==> src/design/sio_pkg.sv <==
package sio_pkg;

    // ------------------------------------------------------------
    // Register map and fields
    // ------------------------------------------------------------
    localparam int          ADR_W          = 8;
    localparam logic [7:0]  CTRL_OFS       = 8'h00;
    localparam logic [7:0]  STAT_OFS       = 8'h04;
    localparam logic [7:0]  TXB_OFS        = 8'h08;
    localparam logic [7:0]  RXB_OFS        = 8'h0c;
    localparam int          CTRL_MODE_LSB  = 0;
    localparam int          CTRL_ORDER_BIT = 2;
    localparam int          CTRL_EXT_BIT   = 3;
    localparam int          CTRL_START_BIT = 4;
    localparam int          CTRL_STOP_BIT  = 5;
    localparam int          STAT_TXE_BIT   = 0;
    localparam int          STAT_RXF_BIT   = 1;
    localparam int          STAT_UND_BIT   = 2;
    localparam int          STAT_OVR_BIT   = 3;
    localparam int          STAT_ACT_BIT   = 4;
    localparam int          STAT_SHF_BIT   = 5;

    localparam logic [1:0]  MODE_TX        = 2'h0;
    localparam logic [1:0]  MODE_RX        = 2'h1;
    localparam logic [1:0]  MODE_DUP       = 2'h2;
    localparam logic [1:0]  MODE_RES       = 2'h3;
    localparam logic [2:0]  LAST_BIT       = 3'h7;

    // ------------------------------------------------------------
    // Timing
    // ------------------------------------------------------------
    localparam int          CLK_PERIOD_NS  = 25;
    localparam int          SCK_HALF_NS    = 100;
    localparam int          SCK_HALF_CYC   =
        (SCK_HALF_NS + CLK_PERIOD_NS - 1) / CLK_PERIOD_NS;
    localparam int          DIV_W          = 8;

    // ------------------------------------------------------------
    // States and registered state
    // ------------------------------------------------------------
    typedef enum logic [3:0] {
        ST_IDLE  = 4'h1,
        ST_ARM   = 4'h2,
        ST_SHIFT = 4'h4,
        ST_WAIT  = 4'h8
    } state_t;

    typedef struct packed {
        state_t             state;
        logic [1:0]         mode;
        logic               lsb_first;
        logic               ext_clk;
        logic               start;
        logic [7:0]         tx_buf;
        logic [7:0]         rx_buf;
        logic [7:0]         tx_sh;
        logic [7:0]         rx_sh;
        logic               tx_empty;
        logic               rx_full;
        logic               tx_underrun;
        logic               rx_overrun;
        logic               xfer_active;
        logic               shift_active;
        logic [2:0]         bit_cnt;
        logic [DIV_W-1:0]   div_cnt;
        logic               sck;
        logic               sout;
        logic               irq;
        logic               irq_pend;
        logic               txe_pend;
        logic               ovr_rd;
        logic               sck_s1;
        logic               sck_s2;
        logic               sck_s3;
        logic               si_s1;
        logic               si_s2;
        logic               ack;
        logic [31:0]        dat;
    } sio_state_t;

    localparam sio_state_t RST_STATE = '{
        state:    ST_IDLE,
        tx_empty: 1'b1,
        sck:      1'b1,
        sout:     1'b1,
        sck_s1:   1'b1,
        sck_s2:   1'b1,
        sck_s3:   1'b1,
        default:  '0
    };

endpackage

==> src/design/sync_serial_transfer_engine.sv <==
// The register addresses and the Wishbone interface to the registers were decided locally.
`timescale 1ns/1ps
`default_nettype none
module sync_serial_transfer_engine #(
    parameter int SCK_HALF_CYCLES = sio_pkg::SCK_HALF_CYC
) (
    input  wire logic                     mclk_i,
    input  wire logic                     rstn_i,
    input  wire logic                     wb_cyc_i,
    input  wire logic                     wb_stb_i,
    input  wire logic                     wb_we_i,
    input  wire logic [sio_pkg::ADR_W-1:0] wb_adr_i,
    input  wire logic [3:0]               wb_sel_i,
    input  wire logic [31:0]              wb_dat_i,
    output logic                          wb_ack_o,
    output logic [31:0]                   wb_dat_o,
    input  wire logic                     serial_clock_i,
    output logic                          serial_clock_o,
    output logic                          serial_clock_oe_o,
    input  wire logic                     serial_in_i,
    output logic                          serial_out_o,
    output logic                          serial_irq_o
);
    import sio_pkg::*;

    // ------------------------------------------------------------
    // Parameter check
    // ------------------------------------------------------------
    if (SCK_HALF_CYCLES < 2 || SCK_HALF_CYCLES > 255) begin : g_chk
        $error("SCK_HALF_CYCLES must lie in 2..255");
    end

    localparam logic [DIV_W-1:0] HALF_M1    = DIV_W'(SCK_HALF_CYCLES - 1);
    localparam int               RESUME_MAX = 2 * SCK_HALF_CYCLES + 2;

    sio_state_t st;
    sio_state_t n;

    logic req;
    logic wr_txb;
    logic rd_rxb;
    logic stop_wr;
    logic txinv;
    logic rxinv;
    logic arm_ok;
    logic run_int;
    logic tc;
    logic fall_ev;
    logic rise_ev;
    logic byte_end;
    logic wait_cond;

    // ------------------------------------------------------------
    // Decode and serial edge events
    // ------------------------------------------------------------
    assign req      = wb_cyc_i & wb_stb_i & ~st.ack;
    assign wr_txb   = req & wb_we_i & (wb_adr_i == TXB_OFS);
    assign rd_rxb   = req & ~wb_we_i & (wb_adr_i == RXB_OFS);
    assign stop_wr  = req & wb_we_i & wb_sel_i[0] & (wb_adr_i == CTRL_OFS)
                      & wb_dat_i[CTRL_STOP_BIT];
    assign txinv    = (st.mode == MODE_TX) | (st.mode == MODE_DUP);
    assign rxinv    = (st.mode == MODE_RX) | (st.mode == MODE_DUP);
    // In transmit and duplex modes the internal clock holds off until a byte is waiting to go out
    assign arm_ok   = st.start & ~(txinv & st.tx_empty);
    assign run_int  = ~st.ext_clk & (((st.state == ST_ARM) & arm_ok)
                      | (st.state == ST_SHIFT));
    assign tc       = run_int & (st.div_cnt == HALF_M1);
    assign fall_ev  = ((st.state == ST_ARM) & st.start
                       | (st.state == ST_SHIFT))
                      & (st.ext_clk ? (st.sck_s3 & ~st.sck_s2)
                                    : (tc & st.sck));
    assign rise_ev  = (st.state == ST_SHIFT)
                      & (st.ext_clk ? (~st.sck_s3 & st.sck_s2)
                                    : (tc & ~st.sck));
    assign byte_end = rise_ev & (st.bit_cnt == LAST_BIT);
    assign wait_cond = (txinv & st.tx_empty) | (rxinv & st.rx_full);

    // ------------------------------------------------------------
    // Next-state logic
    // ------------------------------------------------------------
    always_comb begin
        logic [7:0] data;
        logic [7:0] rx_new;
        data   = st.tx_sh;
        rx_new = st.lsb_first ? {st.si_s2, st.rx_sh[7:1]}
                              : {st.rx_sh[6:0], st.si_s2};
        n      = st;
        n.irq  = 1'b0;
        n.ack  = 1'b0;
        n.dat  = 32'h0;

        // Pin synchronisers
        n.sck_s1 = serial_clock_i;
        n.sck_s2 = st.sck_s1;
        n.sck_s3 = st.sck_s2;
        n.si_s1  = serial_in_i;
        n.si_s2  = st.si_s1;

        // Internal serial clock divider, idles high
        if (tc) begin
            n.div_cnt = '0;
            n.sck     = ~st.sck;
        end else if (run_int) begin
            n.div_cnt = st.div_cnt + 8'h01;
        end else begin
            n.div_cnt = '0;
            n.sck     = 1'b1;
        end

        // Bus slave, applied before serial sets so that sets win
        if (req) begin
            n.ack = 1'b1;
            case (wb_adr_i)
                CTRL_OFS: begin
                    if (wb_we_i && wb_sel_i[0]) begin
                        n.mode      = wb_dat_i[CTRL_MODE_LSB +: 2];
                        n.lsb_first = wb_dat_i[CTRL_ORDER_BIT];
                        n.ext_clk   = wb_dat_i[CTRL_EXT_BIT];
                        n.start     = wb_dat_i[CTRL_START_BIT];
                    end
                    n.dat[CTRL_MODE_LSB +: 2] = st.mode;
                    n.dat[CTRL_ORDER_BIT]     = st.lsb_first;
                    n.dat[CTRL_EXT_BIT]       = st.ext_clk;
                    n.dat[CTRL_START_BIT]     = st.start;
                end
                STAT_OFS: begin
                    if (wb_we_i && wb_sel_i[0] && wb_dat_i[STAT_OVR_BIT]) begin
                        n.rx_overrun = 1'b0;
                        n.rx_full    = 1'b0;
                        n.ovr_rd     = 1'b0;
                    end
                    n.dat[STAT_TXE_BIT] = st.tx_empty;
                    n.dat[STAT_RXF_BIT] = st.rx_full;
                    n.dat[STAT_UND_BIT] = st.tx_underrun;
                    n.dat[STAT_OVR_BIT] = st.rx_overrun;
                    n.dat[STAT_ACT_BIT] = st.xfer_active;
                    n.dat[STAT_SHF_BIT] = st.shift_active;
                end
                TXB_OFS: begin
                    if (wb_we_i) begin
                        n.tx_empty = 1'b0;
                        if (wb_sel_i[0]) begin
                            n.tx_buf = wb_dat_i[7:0];
                        end
                    end
                    n.dat[7:0] = st.tx_buf;
                end
                RXB_OFS: begin
                    if (!wb_we_i) begin
                        if (st.rx_overrun) begin
                            // Old byte first, then the byte that overran
                            n.dat[7:0] = st.ovr_rd ? st.rx_sh : st.rx_buf;
                            n.ovr_rd   = 1'b1;
                        end else begin
                            n.dat[7:0] = st.rx_buf;
                            n.rx_full  = 1'b0;
                        end
                    end else begin
                        n.dat[7:0] = st.rx_buf;
                    end
                end
                default: n.dat = 32'h0;
            endcase
        end

        // Sequencer
        case (st.state)
            ST_IDLE: begin
                n.sout = 1'b1;
                if (st.start && st.mode != MODE_RES) begin
                    n.state = ST_ARM;
                end
            end
            ST_ARM: begin
                if (!st.start) begin
                    n.state = ST_IDLE;
                end
            end
            ST_SHIFT: n.state = ST_SHIFT;
            ST_WAIT: begin
                // Automatic wait with the clock parked high
                if (!st.start) begin
                    n.state       = ST_IDLE;
                    n.xfer_active = 1'b0;
                end else if (!wait_cond) begin
                    n.state = ST_SHIFT;
                end
            end
            default: n.state = ST_IDLE;
        endcase

        // Falling edge: load and drive the next bit
        if (fall_ev) begin
            n.state        = ST_SHIFT;
            n.xfer_active  = 1'b1;
            n.shift_active = 1'b1;
            if (st.irq_pend) begin
                n.irq_pend = 1'b0;
                n.irq      = ~st.rx_overrun;
            end
            if (st.bit_cnt == 3'h0 && txinv) begin
                if (!st.tx_empty) begin
                    data       = st.tx_buf;
                    n.txe_pend = 1'b1;
                end else begin
                    n.tx_underrun = 1'b1;
                    n.irq_pend    = 1'b1;
                end
            end
            n.sout  = txinv ? (st.lsb_first ? data[0] : data[7])
                            : 1'b1;
            n.tx_sh = st.lsb_first ? {1'b0, data[7:1]} : {data[6:0], 1'b0};
        end

        // Rising edge: capture and byte completion
        if (rise_ev) begin
            if (st.txe_pend) begin
                n.tx_empty = 1'b1;
                n.txe_pend = 1'b0;
            end
            if (!st.rx_overrun) begin
                n.rx_sh = rx_new;
            end
            n.bit_cnt = st.bit_cnt + 3'h1;
            if (st.bit_cnt == LAST_BIT) begin
                n.shift_active = 1'b0;
                if (rxinv && !st.rx_overrun) begin
                    if (st.rx_full && st.ext_clk) begin
                        n.rx_overrun = 1'b1;
                        n.irq        = 1'b1;
                    end else begin
                        n.rx_buf  = rx_new;
                        n.rx_full = 1'b1;
                        n.irq     = 1'b1;
                    end
                end else if (!rxinv) begin
                    n.irq = ~st.rx_overrun;
                end
                if (!st.start) begin
                    n.state       = ST_IDLE;
                    n.xfer_active = 1'b0;
                    n.sout        = 1'b1;
                end else if (!st.ext_clk &&
                             ((txinv && n.tx_empty) ||
                              (rxinv && n.rx_full))) begin
                    n.state = ST_WAIT;
                end
            end
        end

        // Force-stop overrides everything
        if (stop_wr) begin
            n.state        = ST_IDLE;
            n.start        = 1'b0;
            n.tx_buf       = 8'h00;
            n.rx_buf       = 8'h00;
            n.tx_sh        = 8'h00;
            n.rx_sh        = 8'h00;
            n.tx_empty     = 1'b1;
            n.rx_full      = 1'b0;
            n.tx_underrun  = 1'b0;
            n.rx_overrun   = 1'b0;
            n.xfer_active  = 1'b0;
            n.shift_active = 1'b0;
            n.bit_cnt      = 3'h0;
            n.irq_pend     = 1'b0;
            n.txe_pend     = 1'b0;
            n.ovr_rd       = 1'b0;
            n.irq          = 1'b0;
            n.sck          = 1'b1;
            n.div_cnt      = '0;
        end

        // Output held high while underrun stands
        if (n.tx_underrun || n.state == ST_IDLE) begin
            n.sout = 1'b1;
        end
    end

    // State register
    always_ff @(posedge mclk_i or negedge rstn_i) begin
        if (!rstn_i) begin
            st <= RST_STATE;
        end else begin
            st <= n;
        end
    end

    // Outputs straight from flip-flops, except the clock enable, which is ext_clk inverted
    assign wb_ack_o          = st.ack;
    assign wb_dat_o          = st.dat;
    assign serial_clock_o    = st.sck;
    assign serial_clock_oe_o = ~st.ext_clk;
    assign serial_out_o      = st.sout;
    assign serial_irq_o      = st.irq;
endmodule
`default_nettype wire

==> config.mk <==
export PLATFORM = sky130hd
export DESIGN_NAME = sync_serial_transfer_engine
export DESIGN_NICKNAME = d
export VERILOG_FILES = /design/src/design/sio_pkg.sv /design/src/design/sync_serial_transfer_engine.sv
export SDC_FILE = /design/constraint.sdc
export NUM_CORES = 1
export LEC_CHECK = 0
export ABC_AREA = 1
export BUFFER_PORTS_ARGS = -buffer_cell sky130_fd_sc_hd__buf_2
export CAP_MARGIN = 20
export CORE_ASPECT_RATIO = 1.5
export CORE_MARGIN = 1.5
export CORE_UTILIZATION = 50
export DETAILED_ROUTE_END_ITERATION = 7
export GPL_TIMING_DRIVEN = 0
export HOLD_SLACK_MARGIN = 0.02
export PLACE_DENSITY_LB_ADDON = 0.2
export SLEW_MARGIN = 0
export SYNTH_ARGS = -nofsm -noshare
export SYNTH_HDL_FRONTEND = slang
export SYNTH_SLANG_ARGS = --single-unit
==> constraint.sdc <==
create_clock -name mclk_i -period 1.9 [get_ports mclk_i]
set_input_delay 0.095 -clock mclk_i [delete_from_list [all_inputs] [get_ports mclk_i]]
set_output_delay 0.095 -clock mclk_i [all_outputs]
set_load 0.005 [all_outputs]
Word-level counts from Yosys, hierarchy flattened. Index checks and enable logic that the tools add are counted.

Flip-flop bits (word level): 102. Input port bits: 51. Word-level logic and storage cells: 206.

Add/sub/neg operators: 2. Equal/unequal tests: 19. Mux-type cells: 91. Bitwise logic cells: 31. Reductions and logical operators: 33.

Operators with widths (count): 2-to-1 mux 8 bit (17); 2-to-1 mux 51 bit (1); 2-to-1 mux 4 bit (12); 2-to-1 mux 1 bit (43); 2-to-1 mux 33 bit (1); one-hot mux 5 bit (4 select lines) (1); nonzero test 2 bit (10); bitwise AND 1 bit (19); 2-to-1 mux 9 bit (2); equality test 8 x 4 -> 1 bit (second input constant) (2); one-hot mux 4 bit (4 select lines) (1); 2-to-1 mux 2 bit (6); 2-to-1 mux 10 bit (1); logical AND 1 bit (9); inequality test 3 bit (second input constant) (3); adder 8 x 1 -> 8 bit (second input constant) (1); equality test 4 x 1 -> 1 bit (second input constant) (2); equality test 8 x 2 -> 1 bit (second input constant) (1); equality test 8 x 3 -> 1 bit (second input constant) (1); zero test 8 bit (1); AND reduction 4 bit (2); inverter 1 bit (7); 2-to-1 mux 6 bit (1); AND reduction 3 bit (2); other kinds (22) (30).

Longest topological paths before layout. Gate-level depths: netlist (run 1).

Word-level depth: 24. Depth in mapped cells: 14. Gate-level depth less buffers: 14.

Worst setup path after synthesis (run 1). No wires, ideal clock.

Kind: register to register. Start: reg st[96] (netlist bit). End: reg st[75] (netlist bit). Setup time: 0.120 ns. Data arrival time: 1.643 ns. Data required time: 1.780 ns. Setup slack: 0.136 ns. Cell stages (with the launch flop): 13. Cells stage by stage: dfrtp_1 inv_1 ha_1 inv_1 nand2_1 nand3_1 nor2_2 buf_2 nand2_1 o21ai_0 nor2_1 o21ai_0 nand2_1.

Cells in the longest elaborated chain, start to end: 13. Elaborated cells between the ends (all ways): 19.

RTL lines: start, declared (line sync_serial_transfer_engine.sv:36) `sio_state_t st;`; start signal, assigned (line sync_serial_transfer_engine.sv:285) `st <= n;`; equality test 2 bit or zero test 2 bit (tied branches) (line sync_serial_transfer_engine.sv:61) `assign txinv = (st.mode == MODE_TX) | (st.mode == MODE_DUP);`; OR 1 bit * (line sync_serial_transfer_engine.sv:61); bitwise AND 1 bit (line sync_serial_transfer_engine.sv:64) `assign arm_ok = st.start & ~(txinv & st.tx_empty);`; inverter 1 bit (line sync_serial_transfer_engine.sv:64); bitwise AND 1 bit (line sync_serial_transfer_engine.sv:64); bitwise AND 1 bit (line sync_serial_transfer_engine.sv:65) `assign run_int = ~st.ext_clk & (((st.state == ST_ARM) & arm_ok)`; OR 1 bit (line sync_serial_transfer_engine.sv:66) `| (st.state == ST_SHIFT));`; bitwise AND 1 bit (line sync_serial_transfer_engine.sv:65); bitwise AND 1 bit (line sync_serial_transfer_engine.sv:67) `assign tc = run_int & (st.div_cnt == HALF_M1);`; bitwise AND 1 bit (line sync_serial_transfer_engine.sv:71) `: (tc & st.sck));`; 2-to-1 mux 1 bit (line sync_serial_transfer_engine.sv:70) `& (st.ext_clk ? (st.sck_s3 & ~st.sck_s2)`; bitwise AND 1 bit (line sync_serial_transfer_engine.sv:70); nonzero test 2 bit (no source line).

Mark *: on every way between the ends. The rest lies on a longest branch, timed or not. The select of a mux whose other input is x is not followed. A chain may end at the register's enable or synchronous reset.

Worst setup path in the final report (run 1).
Start: reg st[97] (netlist bit). End: reg st[83] (netlist bit).

Cells in the longest elaborated chain, start to end: 14. Elaborated cells between the ends (all ways): 19.

RTL lines: equality test 2 bit or zero test 2 bit (tied branches) (line sync_serial_transfer_engine.sv:61, sync_serial_transfer_engine.sv:62); OR 1 bit (line sync_serial_transfer_engine.sv:61); bitwise AND 1 bit (line sync_serial_transfer_engine.sv:64); inverter 1 bit (line sync_serial_transfer_engine.sv:64); bitwise AND 1 bit (line sync_serial_transfer_engine.sv:64); bitwise AND 1 bit (line sync_serial_transfer_engine.sv:65); OR 1 bit (line sync_serial_transfer_engine.sv:66); bitwise AND 1 bit (line sync_serial_transfer_engine.sv:65); bitwise AND 1 bit (line sync_serial_transfer_engine.sv:67); bitwise AND 1 bit (line sync_serial_transfer_engine.sv:74) `: (tc & ~st.sck));`; 2-to-1 mux 1 bit (line sync_serial_transfer_engine.sv:73) `& (st.ext_clk ? (~st.sck_s3 & st.sck_s2)`; bitwise AND 1 bit (line sync_serial_transfer_engine.sv:73); nonzero test 2 bit (no source line); AND reduction 4 bit (no source line) *.

Mark *: on every way between the ends. The rest lies on a longest branch, timed or not.

==> results of run 1 <==
==> how the worst min path moves through the flow <==
stage	from	endpoint	slack, ps	cells past startpoint
2_1_floorplan	rstn_i	n[33]	-200	0
3_3_place_gp	serial_clock_i	n[36]	200	1
3_5_place_dp	rstn_i	st[91]	100	1
4_1_cts	wb_dat_i[0]	st[85]	20	3
5_1_grt	wb_dat_i[3]	st[88]	40	3
6_report	wb_dat_i[0]	st[85]	30	3
==> state kept, by name, indices dropped and copies added, names as in the netlist <==
register        count
n                   3
st                 63
serial_irq_o        1
serial_out_o        1
serial_clock_o      1
wb_dat_o            8
wb_ack_o            1
==> synth_stat cells (all sizes together) <==
cell    count  area, µm²
a211oi      1       12.5
a21oi      42        221
a22oi       6       55.1
a31oi       1       6.26
a32oi       2       17.5
a41oi       2       17.5
buf        39        287
clkbuf      1       3.75
conb        1       3.75
dfrtp      71       1780
dfstp       7        184
ha          7       87.6
inv        77        294
nand2     132        538
nand3      34        193
nand4       9       62.6
nor2       47        215
nor3        4       20.0
nor3b       1       7.51
nor4        1       12.5
o211ai      2       15.0
o21a        2       15.0
o21ai      43        219
o22ai       3       18.8
o31ai       3       22.5
or2         1       6.26
xnor2       1       8.76
xor2        2       17.5
==> worst max-delay path: stages, from the launching register on <==
cell and delay [ps]:
dfrtp_1 410, inv_1 90, ha_1 310, inv_1 60
nor2_2 110, inv_2 70, a211oi_4 290, nand2_4 110
nand2_2 90, buf_6 150, nand2_1 70, o21ai_2 50
==> cells by family (layout without fill, tap and decap cells) <==
kind of cell,after synthesis,in the layout,share of synthesized area
flops,78,78,0.452
other cells,1,24,0.000864
simple gates,229,229,0.243
compound gates,107,107,0.143
xor+xnor,3,3,0.00606
fa+ha+maj,7,7,0.0202
buf+inv,117,182,0.135
==> per-stage QoR <==
stage / hold WS (ps) / std cells
2_1_floorplan: -201 / 565
3_3_place_gp: 201 / 708
3_5_place_dp: 97.8 / 709
4_1_cts: 22.2 / 732
5_1_grt: 38.3 / 737
6_report: 34.5 / 737
==> power by group <==
part	leakage (nW)	total [mW]	switching, mW	internal (mW)
combinational	1.51	0.182	0.104	0.0784
clock	0.172	2.00	0.683	1.32
sequential	1.03	1.69	0.0105	1.68
total	2.71	3.87	0.797	3.07
==> routing by layer <==
| metal | vias up | global-route usage | part of all wire |
|---|---|---|---|
| li1 | 1867 | - | - |
| met1 | 1767 | 0.268 | 0.37 |
| met2 | 126 | 0.449 | 0.54 |
| met3 | 36 | 0.0411 | 0.048 |
| met4 | 0 | 0.168 | 0.045 |
| met5 | - | 0 | 0 |
==> cell type report <==
type,instances,area [µm²]
clock buffers,10,239
multi-input cells,370,1950
clock inverters,6,109
well taps,107,134
flip-flops and latches,78,1960
fillers,756,3120
inverters,77,294
plain buffers,39,293
repair buffers,50,318
==> what timing repair did <==
action                     4_1_cts  5_1_grt
hold endpoints to repair        39        0
setup buffers                    0        6
setup endpoints to repair       16       45
pin swaps                        0        3
gates resized for setup          6       18
hold buffers                     7        0
==> impl_metrics.json, run 1 <==
{
  "clockBufferDepth": 2,
  "numCtsBuffers": 9,
  "rr_endpoint": "st[83]",
  "row_count": 41,
  "seq_area_frac_synth": 0.452,
  "rrSetupSlack_ps": 20,
  "drc_errors": 0,
  "dp_slack_ps": -330,
  "stdcell_area_um2": 5290,
  "initial_core_util": 0.516,
  "drt-vias-per-instance": 5.15,
  "post_drt_wl_per_cell_um": 14.5,
  "area_growth_pct": 22.0,
  "crit_end": "st[83]",
  "setup_viol": 0,
  "setup_slack_ps": 17.8,
  "drtAntennaViolNets": 0,
  "tns_ps": 0,
  "end_kind": "flop",
  "first_pass_iters": 5,
  "startpoint": "st[97]",
  "crit_required_ps": 2170,
  "tightestPinTransition_ps": 559,
  "antennaDiodeCount": 0,
  "drt_first_iter_violations": 272,
  "finalHoldViolCount": 0,
  "synthesis.area_um2": 4340,
  "die_x_um": 79.1,
  "rr_startpoint": "st[97]",
  "root_buffer": "clkbuf_16",
  "drv_cap": 0,
  "nNetsFinal": 683,
  "layout_min_cycle_time_ps": 1880,
  "utilization": 0.629,
  "crit_arrival_ps": 2150,
  "cts.htree.levels": 3,
  "clk_latency_ps": 340,
  "syn_area_per_cell_um2": 8.00,
  "dp_hpwl_um": 7950,
  "grt_antenna_before_repair": 0,
  "p_leak_nw": 2.71,
  "slew_headroom": 0.624,
  "timing_worst_setup_path_type": "flop to flop",
  "grt_max_degree": 41,
  "peakVddDrop_v": 0.000498,
  "min_path_type": "input port to flop",
  "ys_ff_latch": 78,
  "max_freq_mhz": 531,
  "cts_tree": "yes",
  "finalCritPeriodShare": 0.991,
  "p_per_area_nw_per_um2": 731,
  "ys_warn_count": 0,
  "synth_cell_type_count": 44,
  "cp_max_fo": 10,
  "via_count": 3796,
  "drive_above_1_share": 0.251,
  "routabilityCongestion": 0.912,
  "report.final.slew_viol_count": 0,
  "io_pins": 88,
  "grt_pass1_vias": 3711,
  "final_common_cell": "nand2_1",
  "netlist_instances": 542,
  "core_um2": 8410,
  "dieArea_um2": 9250,
  "startpoint_type": "flop",
  "routed_wl_um": 10700,
  "placed_cell_area_um2": 4760,
  "place.port_buffers": 36,
  "reg2reg_depth": 11,
  "grt_util_all_layers": 0.250,
  "status": "finished clean",
  "clock-sinks": 78,
  "cts.clk_slew.worst_paths_ps": 60,
  "grt.overflow.total": 0,
  "total_power_mw": 3.87,
  "rsz0062_at_grt": "true",
  "skew_ps": 7.15,
  "grt_pass1_wl_um": 17400,
  "die_height_um": 117,
  "layout_common_cells": "nand2_1, dfrtp_1, inv_1, buf_4, a21oi_1"
}
Note: power is estimated with default switching activity, not from simulation.
==> run 2: changes to the inputs <==
==> constraint.sdc (replaced) <==
create_clock -name mclk_i -period 1.8 [get_ports mclk_i]
set_input_delay 0.09 -clock mclk_i [delete_from_list [all_inputs] [get_ports mclk_i]]
set_output_delay 0.09 -clock mclk_i [all_outputs]
set_load 0.005 [all_outputs]
==> run 2 against run 1 <==
  * Clock skew grew 0.79 ps
  * Largest cell class is now multi-input gates
  * Critical endpoint unchanged
  * Global-route usage increased by 0.33 points
  * Via count grew 3.2%
==> impl_metrics.json, run 2 (synthesized netlist as in run 1, its figures left out) <==
{
  "drv_cap": 0,
  "worst-path-buf-inv": 4,
  "multi_input_area_um2": 2020,
  "pwr-share-comb": 0.049,
  "slowest_stage": "dfrtp_1",
  "status": "finished clean",
  "grt_util_all_layers": 0.253,
  "dp_hpwl_um": 7950,
  "finalHoldViolCount": 0,
  "clockBufferDepth": 2,
  "routabilityCongestion": 0.912,
  "tightestPinTransition_ps": 560,
  "post_drt_wl_per_cell_um": 14.8,
  "startpoint": "st[97]",
  "rsz0062_at_grt": "true",
  "dieArea_um2": 9250,
  "utilization": 0.661,
  "routed_wl_um": 11200,
  "post_layout_nonfiller_instances": 758,
  "crit_chain": "inv_1, ha_1, inv_1, nor2_2, inv_2, a211oi_4, nand2_4, nand2_4, buf_6, nand2_1, o21ai_2",
  "finalCritPeriodShare": 0.991,
  "max_freq_mhz": 561,
  "n_fill_cell": 729,
  "report.final.slew_viol_count": 0,
  "drive_above_1_share": 0.290,
  "cts.clk_slew.worst_paths_ps": 60,
  "timing_worst_setup_path_type": "flop to flop",
  "drt-vias-per-instance": 5.17,
  "drc_errors": 0,
  "end_kind": "flop",
  "crit_arrival_ps": 2050,
  "io_pins": 88,
  "crit_required_ps": 2070,
  "clk_latency_ps": 340,
  "tns_ps": 0,
  "die_height_um": 117,
  "nNetsFinal": 704,
  "max_stage_delay_ps": 370,
  "place.port_buffers": 36,
  "stdcell_area_um2": 5560,
  "clock-sinks": 78,
  "placed_cell_area_um2": 4760,
  "ff_latch_area_um2": 1960,
  "grt.overflow.total": 0,
  "area_growth_pct": 28.2,
  "initial_core_util": 0.516,
  "die_x_um": 79.1,
  "final_common_cell": "nand2_1",
  "critPathTopFamily": "simple AND/OR/NAND/NOR gates",
  "regMostFlops": "st",
  "dp_slack_ps": -430,
  "antennaDiodeCount": 0,
  "grt_max_degree": 41,
  "cts_tree": "yes",
  "dp.cells": 709,
  "via_count": 3919,
  "row_count": 41,
  "min_path_type": "input port to flop",
  "first_pass_iters": 6,
  "p_sw_uw": 848,
  "largest_reg_flops": 63,
  "drtAntennaViolNets": 0,
  "clkPwrFrac": 0.516,
  "layout_min_cycle_time_ps": 1780,
  "core_um2": 8410,
  "cp_max_fo": 6,
  "numCtsBuffers": 9,
  "peakVddDrop_v": 0.000522,
  "skew_ps": 7.94,
  "root_buffer": "clkbuf_16",
  "drt_first_iter_violations": 284,
  "p_leak_nw": 2.84,
  "setup_viol": 0,
  "internal_power_mw": 3.25,
  "grt_antenna_before_repair": 0,
  "rr_startpoint": "st[97]",
  "cts.htree.levels": 3,
  "min_from": "wb_dat_i[3]",
  "p_seq_frac": 0.435,
  "slew_headroom": 0.623,
  "setup_slack_ps": 15.9,
  "layout_common_cells": "nand2_1, dfrtp_1, inv_1, buf_4, a21oi_1",
  "startpoint_type": "flop",
  "grt_pass1_vias": 3774,
  "grt_pass1_wl_um": 17600,
  "p_per_area_nw_per_um2": 737,
  "switching_share": 0.207
}
## run 2: worst paths after layout
path                            slack, ps      to  depth (start not counted)
worst max-delay path                   20  st[83]                         11
worst min-delay path                   30  st[88]                          3
worst max register to register         20  st[83]                         11
worst min register to register        350  st[33]                          0
max in group asynchronous             880  st[98]                          3
min in group asynchronous             260  st[91]                          2
## run 2: power by group through the flow
| stage | logic [mW] | registers, mW | clock network (mW) |
|---|---|---|---|
| after floorplan | 0.0896 | 1.81 | 0 |
| after CTS | 0.190 | 1.78 | 2.14 |
| after detailed placement | 0.175 | 1.81 | 0 |
| after global routing | 0.222 | 1.78 | 2.22 |
| after global placement | 0.166 | 1.81 | 0 |
| final | 0.201 | 1.78 | 2.11 |
## run 2: cell type report
class                   count  share of cell area
multi-input cells         370               0.364
flip-flops and latches     78               0.353
repair buffers             72              0.0923
inverters                  77              0.0529
plain buffers              38              0.0518
clock buffers              10              0.0430
well taps                 107              0.0241
clock inverters             6              0.0196
## run 2: layer usage
layer  vias up  track usage  routed length (µm)
li1       1909            -                   -
met1      1860        0.269                4260
met2       117        0.463                5980
met3        33       0.0395                 448
met4         0        0.161                 553
met5         -            0                   0
## run 2: stage by stage
stage / hold slack (ps) / total power [mW]
detailed placement: 92.8 / 1.99
floorplan: -206 / 1.90
CTS: 23.9 / 4.12
global route: 33.3 / 4.22
finish: 32.5 / 4.10
global placement: 196 / 1.98
## run 2: what timing repair did
action / in CTS / in global routing
hold endpoints to repair: 40 / 0
setup endpoints to repair: 39 / 46
pin swaps: 2 / 17
hold buffers: 8 / 0
resized for setup: 14 / 36
setup buffers: 7 / 18
cloned: 0 / 2
## run 2: worst reg2reg max path, cell delays in order, from the launching register on
cell	delay, ps
dfrtp_1	370
inv_1	80
ha_1	310
inv_1	60
nor2_2	110
inv_2	70
a211oi_4	280
nand2_4	120
nand2_4	100
buf_6	120
nand2_1	60
o21ai_2	50
